==> config.mk <==
export PLATFORM = sky130hd
export DESIGN_NAME = eps_serial_out
export DESIGN_NICKNAME = d
export VERILOG_FILES = /design/src/include/eps_pkg.sv /design/src/eps_serial_out.sv /design/src/eps_fifo.sv
export VERILOG_INCLUDE_DIRS = /design/src /design/src/include
export SDC_FILE = /design/constraint.sdc
export NUM_CORES = 1
export LEC_CHECK = 0
export BUFFER_PORTS_ARGS = -buffer_cell sky130_fd_sc_hd__buf_2
export CAP_MARGIN = 20
export CORE_UTILIZATION = 57
export DETAILED_ROUTE_END_ITERATION = 6
export PLACE_DENSITY = 0.76
export SYNTH_ARGS = -nofsm -noshare
export SYNTH_HDL_FRONTEND = slang
export SYNTH_SLANG_ARGS = --single-unit
==> constraint.sdc <==
create_clock -name mclk -period 16.1 [get_ports mclk]
set_input_delay 4.025 -clock mclk [delete_from_list [all_inputs] [get_ports mclk]]
set_output_delay 4.025 -clock mclk [all_outputs]
set_load 0.05 [all_outputs]
==> src/include/eps_params.svh <==
`ifndef EPS_PARAMS_SVH
`define EPS_PARAMS_SVH

// Serial word layout
`define EPS_AXIS_BITS 8
`define EPS_WORD_BITS 16
`define EPS_X_LSB 0
`define EPS_Y_LSB 8

// Bit counter: width and the count that ends a frame
`define EPS_CNT_W 5
`define EPS_CNT_FIRST 5'h01
`define EPS_CNT_LAST 5'h10

// Sample buffer
`define EPS_FIFO_DEPTH 32

// Reset values
`define EPS_STROBE_N_RST 1'b1
`define EPS_DATA_RST 1'b0
`define EPS_SYNC_RST 3'h0

`endif

==> src/include/eps_pkg.sv <==
package eps_pkg;

    typedef enum logic [1:0] {
        EPS_IDLE  = 2'b01,
        EPS_SHIFT = 2'b10
    } eps_state_t;

    typedef struct packed {
        logic [2:0] clk_sync;
        logic clk_level;
        eps_state_t state;
        logic [15:0] shreg;
        logic [4:0] bit_cnt;
        logic data;
        logic strobe_n;
        logic ready;
    } eps_ser_t;

endpackage

==> src/eps_serial_out.sv <==
`timescale 1ns/100ps
`include "eps_params.svh"

// Functional notes
// RL1: Each sample leaves as one 16-bit word, eight X bits and eight Y bits.
// RL2: X byte is sent first, Y byte second.
// RL3: Each coordinate byte goes out least significant bit first.
// RL4: One new bit is launched on each rising edge of the shift clock.
// RL5: Data is valid only while the frame strobe is low; receiver ignores it otherwise.
// RL6: Frame strobe changes only on rising edges of the shift clock.
// RL7: Receiver captures each bit on the clock edge after its launch edge.
// RL8: Strobe low exactly sixteen clock periods per sample, high between samples.

module eps_serial_out (
    // Clock and reset
    input wire logic mclk,
    input wire logic rst_n,
    // Sample input
    input wire logic [7:0] sample_x,
    input wire logic [7:0] sample_y,
    input wire logic sample_valid,
    output logic sample_ready,
    // Eye pattern port
    input wire logic eye_shift_clock,
    output logic eye_data,
    output logic eye_frame_strobe_n
);

    logic [1:0] rst_sync_q;
    logic rst_sync_n;

    // Release is synchronised; assertion stays asynchronous
    always_ff @(posedge mclk or negedge rst_n) begin
        if (!rst_n) begin
            rst_sync_q <= 2'h0;
        end else begin
            rst_sync_q <= {rst_sync_q[0], 1'b1};
        end
    end

    assign rst_sync_n = rst_sync_q[1];

    logic fifo_in_ready;
    logic fifo_out_valid;
    logic [`EPS_WORD_BITS-1:0] fifo_out_data;
    logic fifo_pop;
    logic [`EPS_WORD_BITS-1:0] sample_word;

    // X in the low byte so bit 0 of the word leaves first
    assign sample_word = {sample_y, sample_x}; // RL1 RL2

    eps_fifo #(
        .WIDTH(`EPS_WORD_BITS),
        .DEPTH(`EPS_FIFO_DEPTH)
    ) u_fifo (
        .clk(mclk),
        .rst_n(rst_sync_n),
        .in_valid(sample_valid),
        .in_data(sample_word),
        .in_ready(fifo_in_ready),
        .out_valid(fifo_out_valid),
        .out_data(fifo_out_data),
        .out_ready(fifo_pop)
    );

    eps_pkg::eps_ser_t r_q;
    eps_pkg::eps_ser_t r_d;

    logic clk_stable;
    logic clk_rise;

    always_comb begin
        r_d = r_q;
        fifo_pop = 1'b0;
        r_d.clk_sync = {r_q.clk_sync[1:0], eye_shift_clock};
        // Level accepted only once stages two and three agree
        clk_stable = (r_q.clk_sync[1] == r_q.clk_sync[2]);
        clk_rise = clk_stable && r_q.clk_sync[2] && !r_q.clk_level;
        if (clk_stable) begin
            r_d.clk_level = r_q.clk_sync[2];
        end
        r_d.ready = fifo_in_ready;
        // All strobe and data changes happen only on a clock rise
        if (clk_rise) begin // RL4 RL6
            case (r_q.state)
                eps_pkg::EPS_IDLE: begin
                    if (fifo_out_valid) begin
                        fifo_pop = 1'b1;
                        r_d.shreg = fifo_out_data;
                        r_d.data = fifo_out_data[0]; // RL3
                        r_d.bit_cnt = `EPS_CNT_FIRST;
                        r_d.strobe_n = 1'b0; // RL5
                        r_d.state = eps_pkg::EPS_SHIFT;
                    end
                end
                eps_pkg::EPS_SHIFT: begin
                    if (r_q.bit_cnt == `EPS_CNT_LAST) begin
                        // Raised at the 17th rise; next frame no sooner
                        // than the rise after, so at least one period high
                        r_d.strobe_n = 1'b1; // RL8
                        r_d.data = `EPS_DATA_RST;
                        r_d.state = eps_pkg::EPS_IDLE;
                    end else begin
                        r_d.data = r_q.shreg[r_q.bit_cnt[3:0]]; // RL3 RL4
                        r_d.bit_cnt = r_q.bit_cnt + `EPS_CNT_FIRST;
                    end
                end
                default: begin
                    r_d.state = eps_pkg::EPS_IDLE;
                    r_d.strobe_n = `EPS_STROBE_N_RST;
                    r_d.data = `EPS_DATA_RST;
                end
            endcase
        end
    end

    always_ff @(posedge mclk or negedge rst_sync_n) begin
        if (!rst_sync_n) begin
            r_q.clk_sync <= `EPS_SYNC_RST;
            r_q.clk_level <= 1'b0;
            r_q.state <= eps_pkg::EPS_IDLE;
            r_q.shreg <= 16'h0000;
            r_q.bit_cnt <= 5'h00;
            r_q.data <= `EPS_DATA_RST;
            r_q.strobe_n <= `EPS_STROBE_N_RST;
            r_q.ready <= 1'b0;
        end else begin
            r_q <= r_d;
        end
    end

    // Ready is one cycle behind the buffer; the buffer still guards
    // against overflow, so a late push is simply not taken
    assign sample_ready = r_q.ready;
    assign eye_data = r_q.data; // RL7
    assign eye_frame_strobe_n = r_q.strobe_n;

endmodule

==> src/eps_fifo.sv <==
`timescale 1ns/100ps

module eps_fifo #(
    parameter int WIDTH = 16,
    parameter int DEPTH = 32
) (
    // Clock and reset
    input wire logic clk,
    input wire logic rst_n,
    // Fill side
    input wire logic in_valid,
    input wire logic [WIDTH-1:0] in_data,
    output logic in_ready,
    // Drain side
    output logic out_valid,
    output logic [WIDTH-1:0] out_data,
    input wire logic out_ready
);

    localparam int PW = $clog2(DEPTH);
    localparam int CW = $clog2(DEPTH + 1);
    localparam logic [CW-1:0] FULL_CNT = CW'(DEPTH);

    typedef struct packed {
        logic [DEPTH-1:0][WIDTH-1:0] mem;
        logic [PW-1:0] wr_ptr;
        logic [PW-1:0] rd_ptr;
        logic [CW-1:0] count;
        logic in_ready;
        logic out_valid;
    } eps_fifo_t;

    eps_fifo_t r_q;
    eps_fifo_t r_d;

    function automatic logic [PW-1:0] next_ptr(input logic [PW-1:0] p);
        if (p == PW'(DEPTH - 1)) begin
            next_ptr = '0;
        end else begin
            next_ptr = p + PW'(1);
        end
    endfunction

    logic push;
    logic pop;

    always_comb begin
        push = in_valid && r_q.in_ready;
        pop = out_ready && r_q.out_valid;
        r_d = r_q;
        if (push) begin
            r_d.mem[r_q.wr_ptr] = in_data;
            r_d.wr_ptr = next_ptr(r_q.wr_ptr);
        end
        if (pop) begin
            r_d.rd_ptr = next_ptr(r_q.rd_ptr);
        end
        r_d.count = r_q.count + CW'(push) - CW'(pop);
        // Flags registered so both handshakes see flop outputs
        r_d.in_ready = (r_d.count != FULL_CNT);
        r_d.out_valid = (r_d.count != '0);
    end

    always_ff @(posedge clk or negedge rst_n) begin
        if (!rst_n) begin
            r_q <= '0;
            r_q.in_ready <= 1'b1;
        end else begin
            r_q <= r_d;
        end
    end

    assign in_ready = r_q.in_ready;
    assign out_valid = r_q.out_valid;
    assign out_data = r_q.mem[r_q.rd_ptr];

endmodule

## After elaboration in Yosys (flattened, before gate mapping)

Index checks and enable logic that the tools add are counted.
W data, S select, Z words.

- Bits in read-only memories: 0
- Bits of input ports: 20
- Bits in latches: 0
- Memory bits (writable): 0
- Output and inout port bits: 3
- Memories kept: 0
- Bits in registers: 562
- Logic and storage cells: 97

- Bitwise operators: 0
- Reduce and logical (&&, ||, !) cells: 12
- Muxes and demuxes: 20
- Divide/modulo/power cells: 0
- Order comparisons: 4
- $add $sub $neg: 5
- $mul: 0
- Shifts and indexed selects: 0
- Eq/ne operators: 10

Operator list:

| operator | number |
|---|---|
| $bwmux W512 | 1 |
| $bmux W16 S5 | 1 |
| $demux W16 S5 | 1 |
| $mux W16 | 2 |
| $mux W25 | 1 |
| $add A5 B1 Y5 const B | 3 |
| $eq A5 B5 Y1 const B | 3 |
| $mux W5 | 3 |
| $lt A5 B6 Y1 const B | 2 |
| $pmux W5 S2 | 1 |
| $pmux W2 S2 | 2 |
| $add A6 B1 Y6 | 1 |
| $mux W1 | 6 |
| $ne A6 B6 Y1 const B | 1 |
| $reduce_and A3 Y1 | 2 |
| $reduce_bool A6 Y1 | 1 |
| $sub A6 B1 Y6 | 1 |
| $ge A5 B1 Y1 const B | 1 |
| $logic_and A1 B1 Y1 | 5 |
| $lt A4 B5 Y1 const B | 1 |
| $bmux W1 S4 | 1 |
| $ne A2 B2 Y1 const B | 2 |
| $reduce_and A4 Y1 | 1 |
| $eq A2 B1 Y1 const B | 1 |
| 7 further kinds | 7 |

## Longest topological paths before layout

Gate-level depths: netlist (run 1).

- Depth in word-level cells: 7
- Depth in mapped cells: 16
- Depth with buffers taken out: 15

## Modules after synthesis

From an unflattened synthesis (run 1), not the netlist that was laid out.

- Cell total of the unflattened synthesis: 1,726
- Area total of the unflattened synthesis: 25,801.0 um^2

Modules (own cells, without submodules):

| module | sequential area each (um^2) | cells an instance | instances | area an instance (um^2) |
|---|---|---|---|---|
| eps_fifo | 13,264.0 | 1,580 | 1 | 24,297.1 |
| eps_serial_out | 777.0 | 146 | 1 | 1,503.9 |

## Least setup slack after synthesis (run 1)

Ideal clock, no wire load.

- Kind: input to register
- Start: input sample_valid
- End: register u_fifo.r_q (netlist bit u_fifo.out_valid)
- Arrival time: 5.667 ns
- Setup slack: 10.302 ns
- Stages: 11
- Library setup time: 0.131 ns
- Buffers on the path: 0
- Cell sequence: nand2_1 inv_2 ha_1 inv_1 fa_1 inv_1 a21o_1 a21oi_1 xnor2_1 nor4_1 nand2b_1

RTL lines:

| what | line | source |
|---|---|---|
| start: declaration | eps_serial_out.sv:21 | `input wire logic sample_valid,` |
| end signal: assignment | eps_fifo.sv:69 | `r_q <= r_d;` |
| end: declaration | eps_fifo.sv:33 | `eps_fifo_t r_q;` |

==> flow_metrics.py, run 1 <==
metrics = {
    "status": {
        "status": "finished, final reports clean",
    },
    "routing": {
        "avgRoutedWirePerCell_um": 24.6,
        "wl_mm": 56.4,
        "top_layer_used": "met5",
        "drt_pass1_iterations": 5,
        "via_count": 14345,
        "wl_met1_mm": 25.6,
        "viasPerCell": 6.27,
        "final_antenna_net_count": 0,
        "drt_iter0_markers": 1021,
        "wl_met2_mm": 26.8,
        "drc": 0,
        "met3_length_mm": 2.91,
    },
    "logic_synthesis": {
        "ys.flop_type": "dfrtp_1",
        "synth_mux_area_share_pct": 34.2,
        "synth_top_family_by_area": "multiplexers",
        "synth_seq_cells": 561,
        "ys_top_cells_by_count": "559 x dfrtp_1, 394 x mux2_2, 124 x mux4_2",
        "syn_avg_cell_area_um2": 15.2,
        "synth_xor_area_share_pct": 0.307,
        "synthArstFlopShare_pct": 100,
        "synth-simple-area-share_pct": 3.32,
        "synth_warnings": 0,
        "netlist.area_leader.share_pct": 54.5,
        "synth_area_leaders": "dfrtp_1 55%, mux2_2 17%, mux4_2 11%",
        "yosysTopAreaCell": "dfrtp_1",
        "yosysMostFrequentCell": "dfrtp_1",
        "synth_nets": 1731,
        "synth_cells": 1692,
        "synth.distinct_cells": 54,
        "synthAdderAreaFrac_pct": 0.956,
        "netlist_area_um2": 25600,
        "synth_edf_count": 0,
        "synth_compound_area_share_pct": 3.44,
        "seq_area_frac_synth_pct": 54.7,
    },
    "timing": {
        "slew_headroom_pct": 21.7,
        "setup_viol": 0,
        "max_freq_mhz": 179,
        "period_needed_ns": 5.58,
        "final-hold-violation-count": 0,
        "fin_skew_ns": 0.0193,
        "rsz0062_at_grt": "no",
        "tns_ns": 0,
        "period_share_pct": 34.7,
        "fin_hold_ws_ns": 0.356,
        "tightest_slew_ns": 1.17,
        "drv_slew": 0,
    },
    "setup_path": {
        "cpMostUsedCell": "inv_1",
        "critPathMaxFanout": 8,
        "rr_worst_depth": 7,
        "r2r-start": "u_fifo.r_q[9]",
        "cp.arrival_ns": 6.07,
        "path_cells": "buf_2, nand2_1, inv_2, ha_1, inv_1, fa_1, inv_1, a21o_1, a21oi_1, xnor2_1, nor4_1, nand2b_1",
        "max_stage_delay_ns": 0.44,
        "worst-path-buf-inv": 4,
        "setup.worst_path.class": "in2reg",
        "endpoint": "u_fifo.out_valid",
        "cp_top_family": "simple AND/OR/NAND/NOR gates",
        "crit_start": "sample_valid",
        "crit_path_end_kind": "register",
        "cp.required_ns": 16.59,
        "crit_path_start_kind": "input port",
        "cp.depth": 12,
        "r2r_setup_slack_ns": 12.22,
        "r2r_end": "r_q[9]",
        "cp_slowest_cell": "fa_1",
    },
    "layout": {
        "fin_nets": 1688,
        "fillers": 3221,
        "final_cell_area_um2": 27800,
        "diodes": 0,
        "area_growth_pct": 8.56,
        "layout-drive-gt1-share_pct": 40.2,
    },
    "place": {
        "postPlaceCellArea_um2": 25900,
        "io_buffers": 22,
        "hpwl_mm": 33.3,
        "place.gp.congestion": 0.851,
    },
    "clock_network": {
        "ctsHtreeMaxLevel": 2,
        "cts_tree": "done",
        "cts_hold_buf": 0,
        "clk_latency_ns": 0.61,
        "clk_pin_slew_worst_paths_ns": 0.06,
        "postCtsSetupBuffers": 0,
        "numCtsBuffers": 57,
        "cts_root_buf": "clkbuf_16",
        "clock_path_buffers": 3,
        "clock_sinks": 561,
        "cts_resized": 0,
    },
    "pwr": {
        "p_per_area_nw_per_um2": 172,
        "leakage_nw": 12.7,
        "ir_worst_vdd_mv": 0.120,
        "power_mw": 4.79,
    },
    "global_route": {
        "grt_pass1_vias": 15224,
        "grt_usage_pct": 25.6,
        "antenna_found_initial": 1,
        "grt_overflow": 0,
        "grt_max_degree": 194,
        "grt_pass1_wl_mm": 90.2,
    },
    "floorplanning": {
        "start_util_pct": 57.9,
        "die_h_um": 214,
        "core-area_um2": 44300,
        "die_w_um": 214,
        "std_cell_rows": 77,
        "pin_count": 23,
        "die_area_um2": 45800,
    },
    "run": {
        "maxCapViolCount": 0,
    },
    "worst_hold_path": {
        "hp-class": "reg2async",
    },
}
## cells in the final DEF (no fill, tap or decap), types with 12 or more instances in the layout
cell,count
mux2_1,121
nor2_1,12
inv_1,19
buf_4,13
nor2_4,12
mux4_2,124
a22oi_1,63
ha_1,18
dfrtp_1,556
a21oi_1,37
mux2_2,394
mux2i_1,17
buf_2,22
o21ai_1,17
clkbuf_8,12
nand2_1,66
clkbuf_1,21
clkbuf_16,59
## cell type report
cell class,instances,area [um2],share of cell area (%)
timing repair buffer,39,290,1.04
multi-input combinational,970,10800,38.9
inverter,20,75.1,0.270
sequential,561,14100,50.5
tap,592,741,2.66
clock inverter,15,134,0.481
clock buffer,92,1720,6.18
## where the power goes
part	internal (mW)	leakage [nW]	total (mW)	switching, mW
sequential	1.95	7.32	2.25	0.300
combinational	0.729	4.45	1.24	0.509
clock	0.760	0.910	1.30	0.543
total	3.44	12.7	4.79	1.35
## cells by family after synthesis
kind of cell	count (synthesis)
adder cells (fa/ha/maj)	19
flip-flops	561
other	1
AO/OA/AOI/OAI	139
multiplexers	656
buffers and inverters	161
AND/OR/NAND/NOR	146
XOR/XNOR	9
## metrics by stage
stage                     setup WS, ns  std cells  util (%)
after floorplan                   6.97       1692         -
after global placement           10.02       2180      58.5
after detailed placement          9.94       2180      58.5
after CTS                        10.58       2287      62.7
after global routing             10.39       2289      62.8
final                            10.52       2289      62.8
## flip-flops by register name (all words and copies together) (netlist names)
| name | count |
|---|---|
| sample_ready | 1 |
| rst_sync_q | 2 |
| r_q | 25 |
| u_fifo.out_valid | 1 |
| u_fifo.in_ready | 1 |
| eye_data | 1 |
| u_fifo.r_q | 528 |
| r_d | 2 |
## metal layers
metal,vias to the layer above,global-route usage [%]
li1,6145,-
met1,7795,37.6
met2,322,39.5
met3,81,4.87
met4,2,6.76
met5,-,0
## how the worst min path moves through the flow
| stage | end | startpoint | slack (ns) |
|---|---|---|---|
| 2_1_floorplan | rst_sync_q[1] | rst_sync_q[0] | 0.33 |
| 3_3_place_gp | rst_sync_q[1] | rst_sync_q[0] | 0.35 |
| 3_5_place_dp | rst_sync_q[1] | rst_sync_q[0] | 0.34 |
| 4_1_cts | rst_sync_q[1] | rst_sync_q[0] | 0.36 |
| 5_1_grt | rst_sync_q[1] | rst_sync_q[0] | 0.38 |
| 6_report | u_fifo.r_q[117] | rst_sync_q[1] | 0.36 |
Note: power is estimated with default switching activity, not from simulation.
==> run 2: changes to the inputs <==
==> constraint.sdc (replaced) <==
create_clock -name mclk -period 4.67 [get_ports mclk]
set_input_delay 1.1675 -clock mclk [delete_from_list [all_inputs] [get_ports mclk]]
set_output_delay 1.1675 -clock mclk [all_outputs]
set_load 0.05 [all_outputs]
==> run 2 against run 1 <==
Clock skew fell by 0.0034 ns. Die area did not move. Critical path type is now reg2reg. Register-to-register slack got worse by 11 ns. Power rose to 3.4 times the previous value. Worst hold slack got worse by 0.024 ns. Routed wire length fell by 1.3%. Sequential power rose to 3.4 times the previous value. Via count fell by 1.1%. Combinational power rose to 3.5 times the previous value. Critical endpoint unchanged. Sequential cell count did not move. Global-route usage fell by 0.25 points.
==> flow_metrics.py, run 2 (synthesis gave the netlist of run 1 again) <==
metrics = {
    "clock_network": {
        "postCtsSetupBuffers": 0,
        "ctsHtreeMaxLevel": 2,
        "clk_latency_ns": 0.61,
        "cts_root_buf": "clkbuf_16",
        "cts_hold_buf": 0,
        "clock_sinks": 561,
        "cts_resized": 0,
        "cts_tree": "done",
        "clk_pin_slew_worst_paths_ns": 0.06,
        "numCtsBuffers": 57,
        "clock_path_buffers": 3,
    },
    "place": {
        "postPlaceCellArea_um2": 26100,
        "io_buffers": 22,
        "place.gp.congestion": 0.836,
        "hpwl_mm": 33.5,
    },
    "pwr": {
        "p_per_area_nw_per_um2": 590,
        "power_mw": 16.5,
        "p_clk_share_pct": 26.8,
        "pwr-share-seq_pct": 46.9,
        "power.net_switching_mw": 4.64,
        "pwr-share-comb_pct": 26.3,
        "switching_share_pct": 28.2,
        "ir_worst_vdd_mv": 0.340,
        "power.internal_mw": 11.8,
        "leakage_nw": 12.7,
    },
    "timing": {
        "final-hold-violation-count": 0,
        "slew_headroom_pct": 27.4,
        "period_needed_ns": 3.40,
        "period_share_pct": 72.8,
        "fin_hold_ws_ns": 0.332,
        "setup_viol": 0,
        "drv_slew": 0,
        "fin_skew_ns": 0.0159,
        "rsz0062_at_grt": "no",
        "max_freq_mhz": 294,
        "tightest_slew_ns": 1.09,
    },
    "global_route": {
        "grt_overflow": 0,
        "grt_pass1_wl_mm": 89.2,
        "grt_max_degree": 115,
        "grt_usage_pct": 25.3,
        "grt_pass1_vias": 15201,
        "antenna_found_initial": 2,
    },
    "setup_path": {
        "cp.depth": 16,
        "crit_path_end_kind": "register",
        "crit_path_start_kind": "register",
        "cp.required_ns": 5.15,
        "path_cells": "ha_1, nor2b_1, nand3_1, buf_4, inv_1, ha_1, inv_1, ha_1, inv_1, fa_1, inv_1, a21o_1, a21oi_1, xnor2_1, nor4_1, nand2b_1",
        "cpMostUsedCell": "inv_1",
        "rr_worst_depth": 16,
        "cp_top_family": "adder cells",
        "cp.arrival_ns": 3.88,
        "setup.worst_path.class": "reg2reg",
        "max_stage_delay_ns": 0.42,
        "cp_slowest_cell": "fa_1",
        "worst-path-buf-inv": 5,
        "critPathMaxFanout": 41,
    },
    "layout": {
        "layout-drive-gt1-share_pct": 40.3,
        "regMostFlops": "u_fifo.r_q",
        "final_cell_area_um2": 27900,
        "mostFrequentLayoutCells": "556 x dfrtp_1, 394 x mux2_2, 124 x mux4_2",
        "fillers": 3235,
        "seq_area_um2": 14100,
        "multiInputGateArea_um2": 10800,
        "fin_nets": 1691,
        "top_regs": "u_fifo.r_q x528, r_q x25",
        "area_growth_pct": 8.84,
        "largest_register_ffs": 528,
        "diodes": 0,
        "mostFrequentLayoutCell": "dfrtp_1",
    },
    "floorplanning": {
        "die_h_um": 214,
        "die_w_um": 214,
        "start_util_pct": 57.9,
        "pin_count": 23,
        "die_area_um2": 45800,
        "core-area_um2": 44300,
        "std_cell_rows": 77,
    },
    "routing": {
        "drc": 0,
        "via_count": 14193,
        "drt_pass1_iterations": 7,
        "avgRoutedWirePerCell_um": 24.3,
        "drt_iter0_markers": 1143,
        "final_antenna_net_count": 0,
        "wl_mm": 55.7,
        "viasPerCell": 6.20,
    },
    "worst_hold_path": {
        "hp-class": "in2async",
    },
    "run": {
        "maxCapViolCount": 0,
    },
    "status": {
        "status": "finished, final reports clean",
    },
}
-- run 2: changes by cell type in the layout (fill, tap and decap cells not counted), sizes merged --
cell	previous run	this run
buf	39	42
clkinv	10	8
clkinvlp	2	0
bufinv	2	1
clkbuf	92	93
-- run 2: per-layer routing --
| metal | routed length (um) | vias to the layer above | GRT usage (%) |
|---|---|---|---|
| li1 | - | 6148 | - |
| met1 | 24100 | 7652 | 35.4 |
| met2 | 27300 | 311 | 40.7 |
| met3 | 3100 | 80 | 5.18 |
| met4 | 1150 | 2 | 6.90 |
| met5 | 11 | - | 0 |
-- run 2: worst reg2reg max path, delay by kind of cell, from the launching register on --
kind	cells	cell delay (ns)
XOR/XNOR	1	0.14
flip-flops	1	0.39
adder cells (fa/ha/maj)	4	1.14
buffers and inverters	5	0.76
AND/OR/NAND/NOR	4	0.69
AO/OA/AOI/OAI	2	0.18
-- run 2: layout make-up --
class                   instances  share of cell area [%]
flip-flops and latches        561                    50.3
multi-input cells             970                    38.8
clock buffers                  93                    6.25
well taps                     592                    2.65
repair buffers                 42                    1.41
clock inverters                10                   0.282
inverters                      20                   0.269
-- run 2: final timing paths --
check / start / end / slack, ns
worst max-delay path: r_q[29] / u_fifo.out_valid / 1.27
worst min-delay path: rst_n / rst_sync_q[1] / 0.33
worst max register to register: r_q[29] / u_fifo.out_valid / 1.27
worst min register to register: rst_sync_q[0] / rst_sync_q[1] / 0.35
max in group asynchronous: rst_sync_q[1] / u_fifo.r_q[476] / 2.90
min in group mclk: rst_sync_q[0] / rst_sync_q[1] / 0.35
-- run 2: per-stage QoR --
stage	setup slack, ns	utilization [%]	TNS (ns)	instances
final	1.27	63.0	0	2288
after global routing	0.911	63.0	0	2288
after CTS	1.28	62.9	0	2287
after detailed placement	1.29	58.8	0	2184
after global placement	1.40	58.8	0	2184
after floorplan	-0.780	-	-434.20	1692
-- run 2: power by group through the flow --
stage | combinational, mW | sequential [mW] | clock [mW]
5_1_grt | 4.71 | 7.95 | 4.70
3_3_place_gp | 4.19 | 7.65 | 0
4_1_cts | 4.38 | 7.71 | 4.51
6_report | 4.33 | 7.73 | 4.41
3_5_place_dp | 4.36 | 7.79 | 0
2_1_floorplan | 3.61 | 7.47 | 0
